[config.mk]
export PLATFORM = sky130hd
export DESIGN_NAME = two_level_interrupt_dispatch
export DESIGN_NICKNAME = d
export VERILOG_FILES = /design/src/inc/irq_dispatch_pkg.sv /design/src/hdl/pin_sync.sv /design/src/hdl/prio_pick.sv /design/src/hdl/two_level_interrupt_dispatch.sv
export SDC_FILE = /design/constraint.sdc
export NUM_CORES = 1
export LEC_CHECK = 0
export BUFFER_PORTS_ARGS = -buffer_cell sky130_fd_sc_hd__buf_2
export CAP_MARGIN = 20
export CORE_ASPECT_RATIO = 0.8
export CORE_MARGIN = 2
export CORE_UTILIZATION = 45
export CTS_CLUSTER_SIZE = 40
export DETAILED_ROUTE_END_ITERATION = 10
export PLACE_DENSITY = 0.8
export SLEW_MARGIN = 20
export SYNTH_ARGS = -nofsm -noshare
export SYNTH_HDL_FRONTEND = slang
export SYNTH_SLANG_ARGS = --single-unit
[constraint.sdc]
create_clock -name clk -period 4.2 [get_ports clk]
set_input_delay 0.21 -clock clk [delete_from_list [all_inputs] [get_ports clk]]
set_output_delay 0.21 -clock clk [all_outputs]
set_load 0.005 [all_outputs]
[src/inc/irq_dispatch_pkg.sv]
// Constants, types and field layout of the two-level interrupt dispatcher.
// Assumes one system clock and a synchronous active-low reset.
package irq_dispatch_pkg;

  // ------------------------------------------------------------
  // Source map
  // ------------------------------------------------------------
  localparam int unsigned SRC_COUNT  = 19;  // Fixed order indices 0..18
  localparam int unsigned IDX_W      = 5;   // Width of a source index
  localparam int unsigned HW_FLAGS   = 4;   // Hardware-cleared flags
  localparam int unsigned BASIC_SRCS = 7;   // Sources masked in the enable reg
  localparam int unsigned EXT1_SRCS  = 8;   // Sources in first extended mask
  localparam int unsigned EXT2_SRCS  = 4;   // Sources in second extended mask
  localparam int unsigned PERIPH_SRCS = 8;  // Generic pending lines, index 7..14

  localparam logic [IDX_W-1:0] IDX_EXT0  = 5'h00;
  localparam logic [IDX_W-1:0] IDX_TMR0  = 5'h01;
  localparam logic [IDX_W-1:0] IDX_EXT1  = 5'h02;
  localparam logic [IDX_W-1:0] IDX_TMR1  = 5'h03;

  // ------------------------------------------------------------
  // Registers and fields
  // ------------------------------------------------------------
  localparam logic [7:0] ADDR_IRQ_ENABLE = 8'hA8;  // interrupt_enable_mask
  localparam logic [7:0] ADDR_EXT_MASK1  = 8'hE6;  // extended_mask_one
  localparam logic [7:0] ENABLE_RESET    = 8'h00;
  localparam logic [7:0] EXT_MASK1_RESET = 8'h00;
  localparam logic [7:0] RDATA_IDLE      = 8'h00;
  localparam int unsigned GATE_BIT       = 7;      // global_irq_gate

  // ------------------------------------------------------------
  // Vectors and timing (system clock cycles)
  // ------------------------------------------------------------
  localparam logic [15:0] VEC_RESET = 16'h0000;
  localparam logic [15:0] VEC_BASE  = 16'h0003;
  localparam logic [15:0] VEC_STEP  = 16'h0008;
  localparam int unsigned CALL_CYCLES = 5;   // Length of the vector call
  localparam int unsigned CNT_W       = 3;
  localparam logic [CNT_W-1:0] CALL_LAST = CNT_W'(CALL_CYCLES - 1);
  localparam logic [CNT_W-1:0] CNT_ZERO  = 3'h0;
  localparam logic [CNT_W-1:0] CNT_ONE   = 3'h1;

  // Dispatcher sequence
  typedef enum logic [1:0] {
    ST_IDLE,   // Decoding, nothing chosen
    ST_WAIT,   // Request detected, waiting for the instruction to end
    ST_CALL    // Vector call in progress
  } dispatch_state_type;

endpackage

[src/hdl/pin_sync.sv]
// Two-flop synchroniser for asynchronous level inputs.
// Assumes the inputs come from pins outside the clock domain.
`timescale 1ns/1ps
`default_nettype none
module pin_sync #(
  parameter int unsigned WIDTH     = 2,             // Number of lines
  parameter logic [WIDTH-1:0] INIT = '1             // Value held in reset
) (
  input  wire logic             clk,                // System clock
  input  wire logic             rst_n,              // Synchronous reset
  input  wire logic [WIDTH-1:0] async_in,           // Raw pin levels
  output var  logic [WIDTH-1:0] sync_out            // Synchronised levels
);

  logic [WIDTH-1:0] meta_q;                         // First stage, read only below

  // ------------------------------------------------------------
  // Two stages; nothing but the second stage reads the first
  // ------------------------------------------------------------
  always_ff @(posedge clk) begin
    if (!rst_n) begin
      meta_q   <= INIT;
      sync_out <= INIT;
    end else begin
      meta_q   <= async_in;
      sync_out <= meta_q;
    end
  end

endmodule // pin_sync
`default_nettype wire

[src/hdl/prio_pick.sv]
// Two-level fixed-order picker: high level first, then lowest index.
// Pure combinational; the caller registers the result.
`timescale 1ns/1ps
`default_nettype none
module prio_pick
  import irq_dispatch_pkg::*;
#(
  parameter int unsigned N = SRC_COUNT              // Number of sources
) (
  input  wire logic [N-1:0]     req,                // Eligible requests
  input  wire logic [N-1:0]     high,               // Level of each source
  output var  logic             found,              // Some request chosen
  output var  logic [IDX_W-1:0] index,              // Chosen index
  output var  logic             is_high             // Chosen one is high
);

  // ------------------------------------------------------------
  // Scan from the top so the lowest index wins each level
  // ------------------------------------------------------------
  always_comb begin
    logic [IDX_W-1:0] lo_idx;
    logic [IDX_W-1:0] hi_idx;
    logic             lo_hit;
    logic             hi_hit;
    lo_idx = '0;
    hi_idx = '0;
    lo_hit = 1'b0;
    hi_hit = 1'b0;
    for (int i = N - 1; i >= 0; i--) begin
      if (req[i] && high[i]) begin
        hi_idx = IDX_W'(i);
        hi_hit = 1'b1;
      end
      if (req[i] && !high[i]) begin
        lo_idx = IDX_W'(i);
        lo_hit = 1'b1;
      end
    end
    found   = hi_hit || lo_hit;
    is_high = hi_hit;
    index   = hi_hit ? hi_idx : lo_idx;
  end

endmodule // prio_pick
`default_nettype wire

[src/hdl/two_level_interrupt_dispatch.sv]
// Interrupt dispatcher of an 8-bit core: enable registers, the four
// hardware-cleared pending flags, two-level arbitration and call timing.
// Assumes peripheral pending lines and CPU strobes share clk; the two
// external pins are asynchronous and active low.
`timescale 1ns/1ps
`default_nettype none
module two_level_interrupt_dispatch
  import irq_dispatch_pkg::*;
(
  input  wire logic                   clk,                  // System clock
  input  wire logic                   rst_n,                // Sync reset, low
  // Special function register port
  input  wire logic [7:0]             sfr_addr,             // Direct address
  input  wire logic                   sfr_wr,               // Byte write strobe
  input  wire logic [7:0]             sfr_wdata,            // Byte write data
  input  wire logic                   sfr_bit_wr,           // Single-bit write
  input  wire logic [2:0]             sfr_bit_pos,          // Bit position
  input  wire logic                   sfr_bit_val,          // Bit value
  input  wire logic                   sfr_rd,               // Read strobe
  output var  logic [7:0]             sfr_rdata_q,          // Read data
  output var  logic                   sfr_hit_q,            // Read was mapped
  // Sources
  input  wire logic                   ext_irq_zero_pin,     // Pin, active low
  input  wire logic                   ext_irq_one_pin,      // Pin, active low
  input  wire logic                   timer_zero_ovf,       // Overflow pulse
  input  wire logic                   timer_one_ovf,        // Overflow pulse
  input  wire logic [HW_FLAGS-1:0]    flag_sw_set,          // Software sets
  input  wire logic [HW_FLAGS-1:0]    flag_sw_clr,          // Software clears
  output var  logic [HW_FLAGS-1:0]    hw_flags_q,           // Held flags
  input  wire logic                   uart_zero_pend,       // UART pending
  input  wire logic                   timer_two_low_overflow,   // Timer 2 low
  input  wire logic                   timer_two_high_overflow,  // Timer 2 high
  input  wire logic                   serial_port_zero_pend,    // Serial 0
  input  wire logic [PERIPH_SRCS-1:0] periph_pend,          // Indices 7..14
  input  wire logic                   supply_good_flag,     // Read-only, low=warn
  input  wire logic                   port_match_pend,      // Port match
  input  wire logic                   rtc_osc_fail_flag,    // Indirect space
  input  wire logic                   radio_spi_pend,       // Radio serial port
  input  wire logic [EXT2_SRCS-1:0]   ext_mask_two,         // Masks 15..18
  input  wire logic [SRC_COUNT-1:0]   prio_high,            // Level per source
  // CPU sequencing
  input  wire logic                   instr_done,           // Instruction ends
  input  wire logic                   instr_is_return_from_irq_instr,        // It was a return
  output var  logic                   vector_call_q,        // Call start pulse
  output var  logic                   call_busy_q,          // Call in progress
  output var  logic [15:0]            vector_addr_q,        // Call target
  output var  logic                   low_active_q,         // Low routine runs
  output var  logic                   high_active_q,        // High routine runs
  output var  logic [7:0]             interrupt_enable_mask_q // Enable register
);

  // ------------------------------------------------------------
  // Declarations
  // ------------------------------------------------------------
  logic [7:0]              extended_mask_one_q;  // First extended mask
  logic [1:0]              pin_sync_lvl;         // Synchronised pins
  logic [1:0]              pin_prev_q;           // Previous pin level
  logic [1:0]              pin_fall;             // Falling edge seen
  logic [SRC_COUNT-1:0]    pend;                 // All pending flags
  logic [SRC_COUNT-1:0]    mask;                 // All per-source masks
  logic [SRC_COUNT-1:0]    eligible;             // Gated and unblocked
  logic                    pick_found;           // Arbiter has a winner
  logic [IDX_W-1:0]        pick_index;           // Winning index
  logic                    pick_high;            // Winner is high level
  dispatch_state_type      state_q;              // Dispatcher state
  logic [CNT_W-1:0]        call_cnt_q;           // Cycles left in call
  logic                    reset_pend_q;         // Reset vector owed
  logic                    call_high_q;          // Level of current call
  logic                    take_call;            // Call starts now
  logic [HW_FLAGS-1:0]     hw_clear;             // Cleared by vectoring
  logic [HW_FLAGS-1:0]     hw_event;             // Hardware set events

  // Vector address of a source index
  function automatic logic [15:0] vector_of(input logic [IDX_W-1:0] idx);
    vector_of = VEC_BASE + (VEC_STEP * {11'h000, idx});
  endfunction

  // Whether an address selects a given register; page is ignored
  function automatic logic addr_is(input logic [7:0] a, input logic [7:0] r);
    addr_is = (a == r);
  endfunction

  // ------------------------------------------------------------
  // Enable registers
  // ------------------------------------------------------------
  // Both registers answer on every page, so no page input exists
  always_ff @(posedge clk) begin
    if (!rst_n) begin
      interrupt_enable_mask_q <= ENABLE_RESET;
    end else if (sfr_wr && addr_is(sfr_addr, ADDR_IRQ_ENABLE)) begin
      interrupt_enable_mask_q <= sfr_wdata;
    end else if (sfr_bit_wr && addr_is(sfr_addr, ADDR_IRQ_ENABLE)) begin
      interrupt_enable_mask_q[sfr_bit_pos] <= sfr_bit_val;
    end
  end

  // Extended mask is byte access only
  always_ff @(posedge clk) begin
    if (!rst_n) begin
      extended_mask_one_q <= EXT_MASK1_RESET;
    end else if (sfr_wr && addr_is(sfr_addr, ADDR_EXT_MASK1)) begin
      extended_mask_one_q <= sfr_wdata;
    end
  end

  // Read port; unmapped addresses return zero with no hit
  always_ff @(posedge clk) begin
    if (!rst_n) begin
      sfr_rdata_q <= RDATA_IDLE;
      sfr_hit_q   <= 1'b0;
    end else if (sfr_rd && addr_is(sfr_addr, ADDR_IRQ_ENABLE)) begin
      sfr_rdata_q <= interrupt_enable_mask_q;
      sfr_hit_q   <= 1'b1;
    end else if (sfr_rd && addr_is(sfr_addr, ADDR_EXT_MASK1)) begin
      sfr_rdata_q <= extended_mask_one_q;
      sfr_hit_q   <= 1'b1;
    end else begin
      sfr_rdata_q <= RDATA_IDLE;
      sfr_hit_q   <= 1'b0;
    end
  end

  // ------------------------------------------------------------
  // External pins and hardware-cleared flags
  // ------------------------------------------------------------
  pin_sync #(
    .WIDTH (2),
    .INIT  (2'h3)
  ) u_pin_sync (
    .clk      (clk),
    .rst_n    (rst_n),
    .async_in ({ext_irq_one_pin, ext_irq_zero_pin}),
    .sync_out (pin_sync_lvl)
  );

  // Edge detect on the synchronised copy, never on the first stage
  always_ff @(posedge clk) begin
    if (!rst_n) begin
      pin_prev_q <= 2'h3;
    end else begin
      pin_prev_q <= pin_sync_lvl;
    end
  end

  assign pin_fall = pin_prev_q & ~pin_sync_lvl;

  // Events in index order: ext0, timer0, ext1, timer1
  assign hw_event = {timer_one_ovf, pin_fall[1], timer_zero_ovf, pin_fall[0]};

  // Flags set regardless of enables; a set in the clearing cycle wins
  always_ff @(posedge clk) begin
    if (!rst_n) begin
      hw_flags_q <= '0;
    end else begin
      hw_flags_q <= (hw_flags_q & ~(hw_clear | flag_sw_clr))
                  | hw_event | flag_sw_set;
    end
  end

  // Vectoring to one of these four sources clears its own flag
  always_comb begin
    hw_clear = '0;
    if (take_call && !reset_pend_q && (pick_index < IDX_W'(HW_FLAGS))) begin
      hw_clear[pick_index[1:0]] = 1'b1;
    end
  end

  // ------------------------------------------------------------
  // Pending and mask vectors in fixed order
  // ------------------------------------------------------------
  // Other flags are owned by their peripherals and cleared by software
  assign pend = {radio_spi_pend,
                 rtc_osc_fail_flag,
                 port_match_pend,
                 ~supply_good_flag,
                 periph_pend,
                 serial_port_zero_pend,
                 timer_two_low_overflow | timer_two_high_overflow,
                 uart_zero_pend,
                 hw_flags_q};

  assign mask = {ext_mask_two,
                 extended_mask_one_q,
                 interrupt_enable_mask_q[BASIC_SRCS-1:0]};

  // Gate, mask, flag; a running high routine blocks all, a low one
  // blocks everything but high-level sources
  always_comb begin
    for (int i = 0; i < SRC_COUNT; i++) begin
      eligible[i] = interrupt_enable_mask_q[GATE_BIT]
                  && mask[i] && pend[i]
                  && !high_active_q
                  && (prio_high[i] || !low_active_q);
    end
  end

  // Decoded afresh every clock
  prio_pick #(
    .N (SRC_COUNT)
  ) u_prio_pick (
    .req     (eligible),
    .high    (prio_high),
    .found   (pick_found),
    .index   (pick_index),
    .is_high (pick_high)
  );

  // A call never starts at the end of a return: the instruction after
  // it must run first, which keeps a still-set flag from starving code
  assign take_call = (state_q == ST_IDLE && reset_pend_q)
                   || (state_q == ST_WAIT && pick_found
                       && instr_done && !instr_is_return_from_irq_instr);

  // ------------------------------------------------------------
  // Dispatch sequence
  // ------------------------------------------------------------
  // Idle detects (one cycle), wait covers the current instruction,
  // call holds for the five cycles of the vector call
  always_ff @(posedge clk) begin
    if (!rst_n) begin
      state_q <= ST_IDLE;
    end else begin
      case (state_q)
        ST_IDLE: begin
          if (take_call) begin
            state_q <= ST_CALL;
          end else if (pick_found) begin
            state_q <= ST_WAIT;
          end
        end
        ST_WAIT: begin
          if (take_call) begin
            state_q <= ST_CALL;
          end else if (!pick_found) begin
            state_q <= ST_IDLE;                             // Withdrawn
          end
        end
        ST_CALL: begin
          if (call_cnt_q == CNT_ONE) begin
            state_q <= ST_IDLE;
          end
        end
        default: begin
          state_q <= ST_IDLE;
        end
      endcase
    end
  end

  // Call length counter
  always_ff @(posedge clk) begin
    if (!rst_n) begin
      call_cnt_q <= CNT_ZERO;
    end else if (take_call) begin
      call_cnt_q <= CNT_WIDTH_FIX(CALL_LAST) + CNT_ONE;
    end else if (call_cnt_q != CNT_ZERO) begin
      call_cnt_q <= call_cnt_q - CNT_ONE;
    end
  end

  // Identity helper keeps the counter width explicit
  function automatic logic [CNT_W-1:0] CNT_WIDTH_FIX(input logic [CNT_W-1:0] v);
    CNT_WIDTH_FIX = v;
  endfunction

  // Call outputs; the address is held until the next call
  always_ff @(posedge clk) begin
    if (!rst_n) begin
      vector_call_q <= 1'b0;
      call_busy_q   <= 1'b0;
      vector_addr_q <= VEC_RESET;
    end else begin
      vector_call_q <= take_call;
      call_busy_q   <= take_call || (call_cnt_q > CNT_ONE);
      if (take_call) begin
        vector_addr_q <= reset_pend_q ? VEC_RESET
                                      : vector_of(pick_index);
      end
    end
  end

  // Reset owes one call to address zero ahead of every source
  always_ff @(posedge clk) begin
    if (!rst_n) begin
      reset_pend_q <= 1'b1;
    end else if (take_call) begin
      reset_pend_q <= 1'b0;
    end
  end

  // Level of the call being made
  always_ff @(posedge clk) begin
    if (!rst_n) begin
      call_high_q <= 1'b0;
    end else if (take_call) begin
      call_high_q <= pick_high && !reset_pend_q;
    end
  end

  // ------------------------------------------------------------
  // In-service levels
  // ------------------------------------------------------------
  // A return ends the innermost routine: high if one runs, else low;
  // a preempted low routine therefore resumes after the high one
  always_ff @(posedge clk) begin
    if (!rst_n) begin
      low_active_q  <= 1'b0;
      high_active_q <= 1'b0;
    end else if (vector_call_q && !vector_addr_q[0] && vector_addr_q == VEC_RESET) begin
      low_active_q  <= low_active_q;                        // Reset is no routine
      high_active_q <= high_active_q;
    end else if (vector_call_q) begin
      high_active_q <= high_active_q || call_high_q;
      low_active_q  <= low_active_q || !call_high_q;
    end else if (instr_done && instr_is_return_from_irq_instr) begin
      if (high_active_q) begin
        high_active_q <= 1'b0;
      end else begin
        low_active_q  <= 1'b0;
      end
    end
  end

endmodule // two_level_interrupt_dispatch
`default_nettype wire

==> flow_summary.ini <==
[detailed_routing]
first_pass_iters = 5
routed_wl_mm = 9.348
drc = 0
antenna_left = 0
via_per_inst = 5.748
wl_per_cell_um = 16.01
drtIter0Drc = 210
vias = 3357

[pwr]
power_leakage_nw = 1.725
cellPowerDensity_nw_per_um2 = 251.5
ir_worst_vdd_uv = 128.9
finalPower_uw = 952.0

[status]
outcome = finished, final reports clean

[clocking]
htreeDepth = 2
worstSkewPairLatency_ns = 0.29
cts_resized = 0
postCtsSetupBuffers = 0
clk_pin_slew_worst_paths_ns = 0.09
cts_sinks = 52
hold_buffers = 0
clockBufferDepth = 2
cts_tree = built
cts_inserted_buffers = 5
clock-root-buffer = clkbuf_8

[sta]
tightest_slew_ns = 0.8300
worst_clock_skew_ns = 0.006708
fin_crit_sh = 0.6852
rsz0062_at_grt = false
tns_ns = 0
setup_viol = 0
hold_ws_ns = 0.09167
min_period_ns = 2.878
slew_headroom = 0.4467
final_hold_viol_count = 0
timing.fmax_mhz = 347.5
maxSlewViolCount = 0

[logic_synthesis]
synth_area_sq_um = 3163
async_flop_share = 0
yosysSeqAreaShare = 0.3291
synth_area_per_cell_sq_um = 7.967
yosys_warnings = 0
synth-edff-count = 0
synth_cells = 397
synth_top_cell_by_area = dfxtp_1
yosys_most_used_dff = dfxtp_1
synth-seq-cells = 52
ys_types = 65
synth.area.top_cells = dfxtp_1 33%, nand3_1 5.1%, nand2_1 4.3%
yosys.area.top_type_share = 0.3291

[critical_path]
crit_type = reg -> reg
required_ns = 4.39
startpoint_type = register
endpoint = call_busy_q$_SDFF_PN0_
reg2reg_from = high_active_q$_SDFFE_PN0P_
reg2reg_slack_ns = 1.32
arrival_ns = 3.07
critical_path.startpoint = high_active_q$_SDFFE_PN0P_
critPathMaxFanout = 15
r2r-end = call_busy_q$_SDFF_PN0_
r2r_cells = 7
end_kind = register

[grt]
grt_overflow = 0
grt_max_degree = 56
antenna_found_initial = 0
grt_pass1_wl_mm = 14.65
grt_pass1_vias = 3063
track_usage = 0.2332

[final_layout]
fin_cells = 584
nFillCells = 653
syn2layout_area_growth_pct = 19.66
num_antenna_cells = 0
nets = 578
layout_commonest_cell = buf_2
mostFrequentLayoutCells = 109 x buf_2, 52 x dfxtp_1, 36 x nand2_1
layout-drive-gt1-share = 0.2616
final_util = 0.5519

[floorplan]
core_sq_um = 6858
start_util = 0.4612
dieArea_sq_um = 7720
die_w_um = 97.74
io_pins = 119
die_h_um = 78.99
rows = 27

[placement]
io_buffers = 109
dp_cells = 577
gp_congestion = 0.9094
place_hpwl_mm = 7.494

[hold_path]
min_path_type = in -> reg

[flow_run]
max_cap_viol_count = 0
[power by group]
group	switching, mW	total [mW]	internal (mW)
Combinational	0.0825	0.157	0.0748
Sequential	0.0151	0.526	0.511
Clock	0.155	0.269	0.114
Total	0.253	0.952	0.699
[flip-flops by register name, summed over array words and instances (netlist names), 2 cells and up]
register and count:
call_cnt_q 3, extended_mask_one_q 8, hw_flags_q 4, interrupt_enable_mask_q 8, pin_prev_q 2, sfr_rdata_q 8, state_q 2, u_pin_sync.meta_q 2
u_pin_sync.sync_out 2, vector_addr_q 6
[stage by stage]
| stage | setup WS [ns] | instance area (sq um) |
|---|---|---|
| 4_1_cts | 1.377 | 3785 |
| 3_5_place_dp | 1.400 | 3707 |
| 2_1_floorplan | 1.858 | 3193 |
| 5_1_grt | 1.130 | 3785 |
| 6_report | 1.322 | 3785 |
| 3_3_place_gp | 1.451 | 3707 |
[layer usage]
layer	global-route usage	up-vias	share of wire
met5	0	-	0
met4	0.06111	0	0.011
met3	0.05546	12	0.091
met2	0.3593	155	0.44
met1	0.3290	1568	0.46
li1	-	1622	-
[critical path, cell delays in order, from the launching register on]
cell and delay [ns]:
dfxtp_1 0.45, or3b_1 0.44, nor3_2 0.15, or4_1 0.56, or3_4 0.44, o2111ai_2 0.19, a21oi_2 0.22, o31a_1 0.32
[logic make-up (layout without fill, tap and decap cells)]
kind of cell	after synthesis	after routing	synth area share
flip-flops	52	52	0.3291
AND/OR/NAND/NOR	199	199	0.3501
AO/OA/AOI/OAI	96	96	0.2136
XOR/XNOR	1	1	0.002769
other	1	9	0.001186
multiplexers	11	11	0.03521
buffers and inverters	34	126	0.05617
adder cells (fa/ha/maj)	3	3	0.01187
[final cells by class]
type	count	area (sq um)	share of cell area
Clock buffer	6	72.57	0.01917
Clock inverter	1	5.005	0.001322
Inverter	10	37.54	0.009917
Multi-Input combinational cell	319	1974	0.5217
Sequential cell	52	1041	0.2750
Tap cell	87	108.9	0.02876
Timing Repair Buffer	109	545.5	0.1441
[synth_stat cells (3+ instances only)]
cell type	count
nor2b_1	21
a31oi_1	6
buf_4	11
o21a_1	4
a21oi_1	17
nor4_1	3
nand4b_1	3
nand3b_1	18
clkbuf_1	10
or2_2	3
o21ai_1	6
o21ai_0	16
nand2b_1	13
mux2i_1	10
and2_1	5
nor4b_1	3
nor3_1	7
o31ai_1	3
inv_1	10
or4_1	3
a22oi_1	8
o22ai_1	4
ha_1	3
dfxtp_1	52
nand3_1	32
a21o_1	4
nand2_1	36
nor2_1	32
o211a_1	9
[worst min path at each step]
stage / startpoint / to / slack, ns / depth (start not counted)
global route: ext_irq_zero_pin / u_pin_sync.meta_q[0]$_SDFF_PN1_ / 0.09 / 2
global placement: u_pin_sync.meta_q[0]$_SDFF_PN1_ / u_pin_sync.sync_out[0]$_SDFF_PN1_ / 0.39 / 1
detailed placement: ext_irq_zero_pin / u_pin_sync.meta_q[0]$_SDFF_PN1_ / 0.39 / 2
finish: ext_irq_zero_pin / u_pin_sync.meta_q[0]$_SDFF_PN1_ / 0.09 / 2
CTS: ext_irq_zero_pin / u_pin_sync.meta_q[0]$_SDFF_PN1_ / 0.09 / 2
floorplan: ext_irq_zero_pin / u_pin_sync.meta_q[0]$_SDFF_PN1_ / 0.31 / 1
Note: power is estimated with default switching activity, not from simulation.
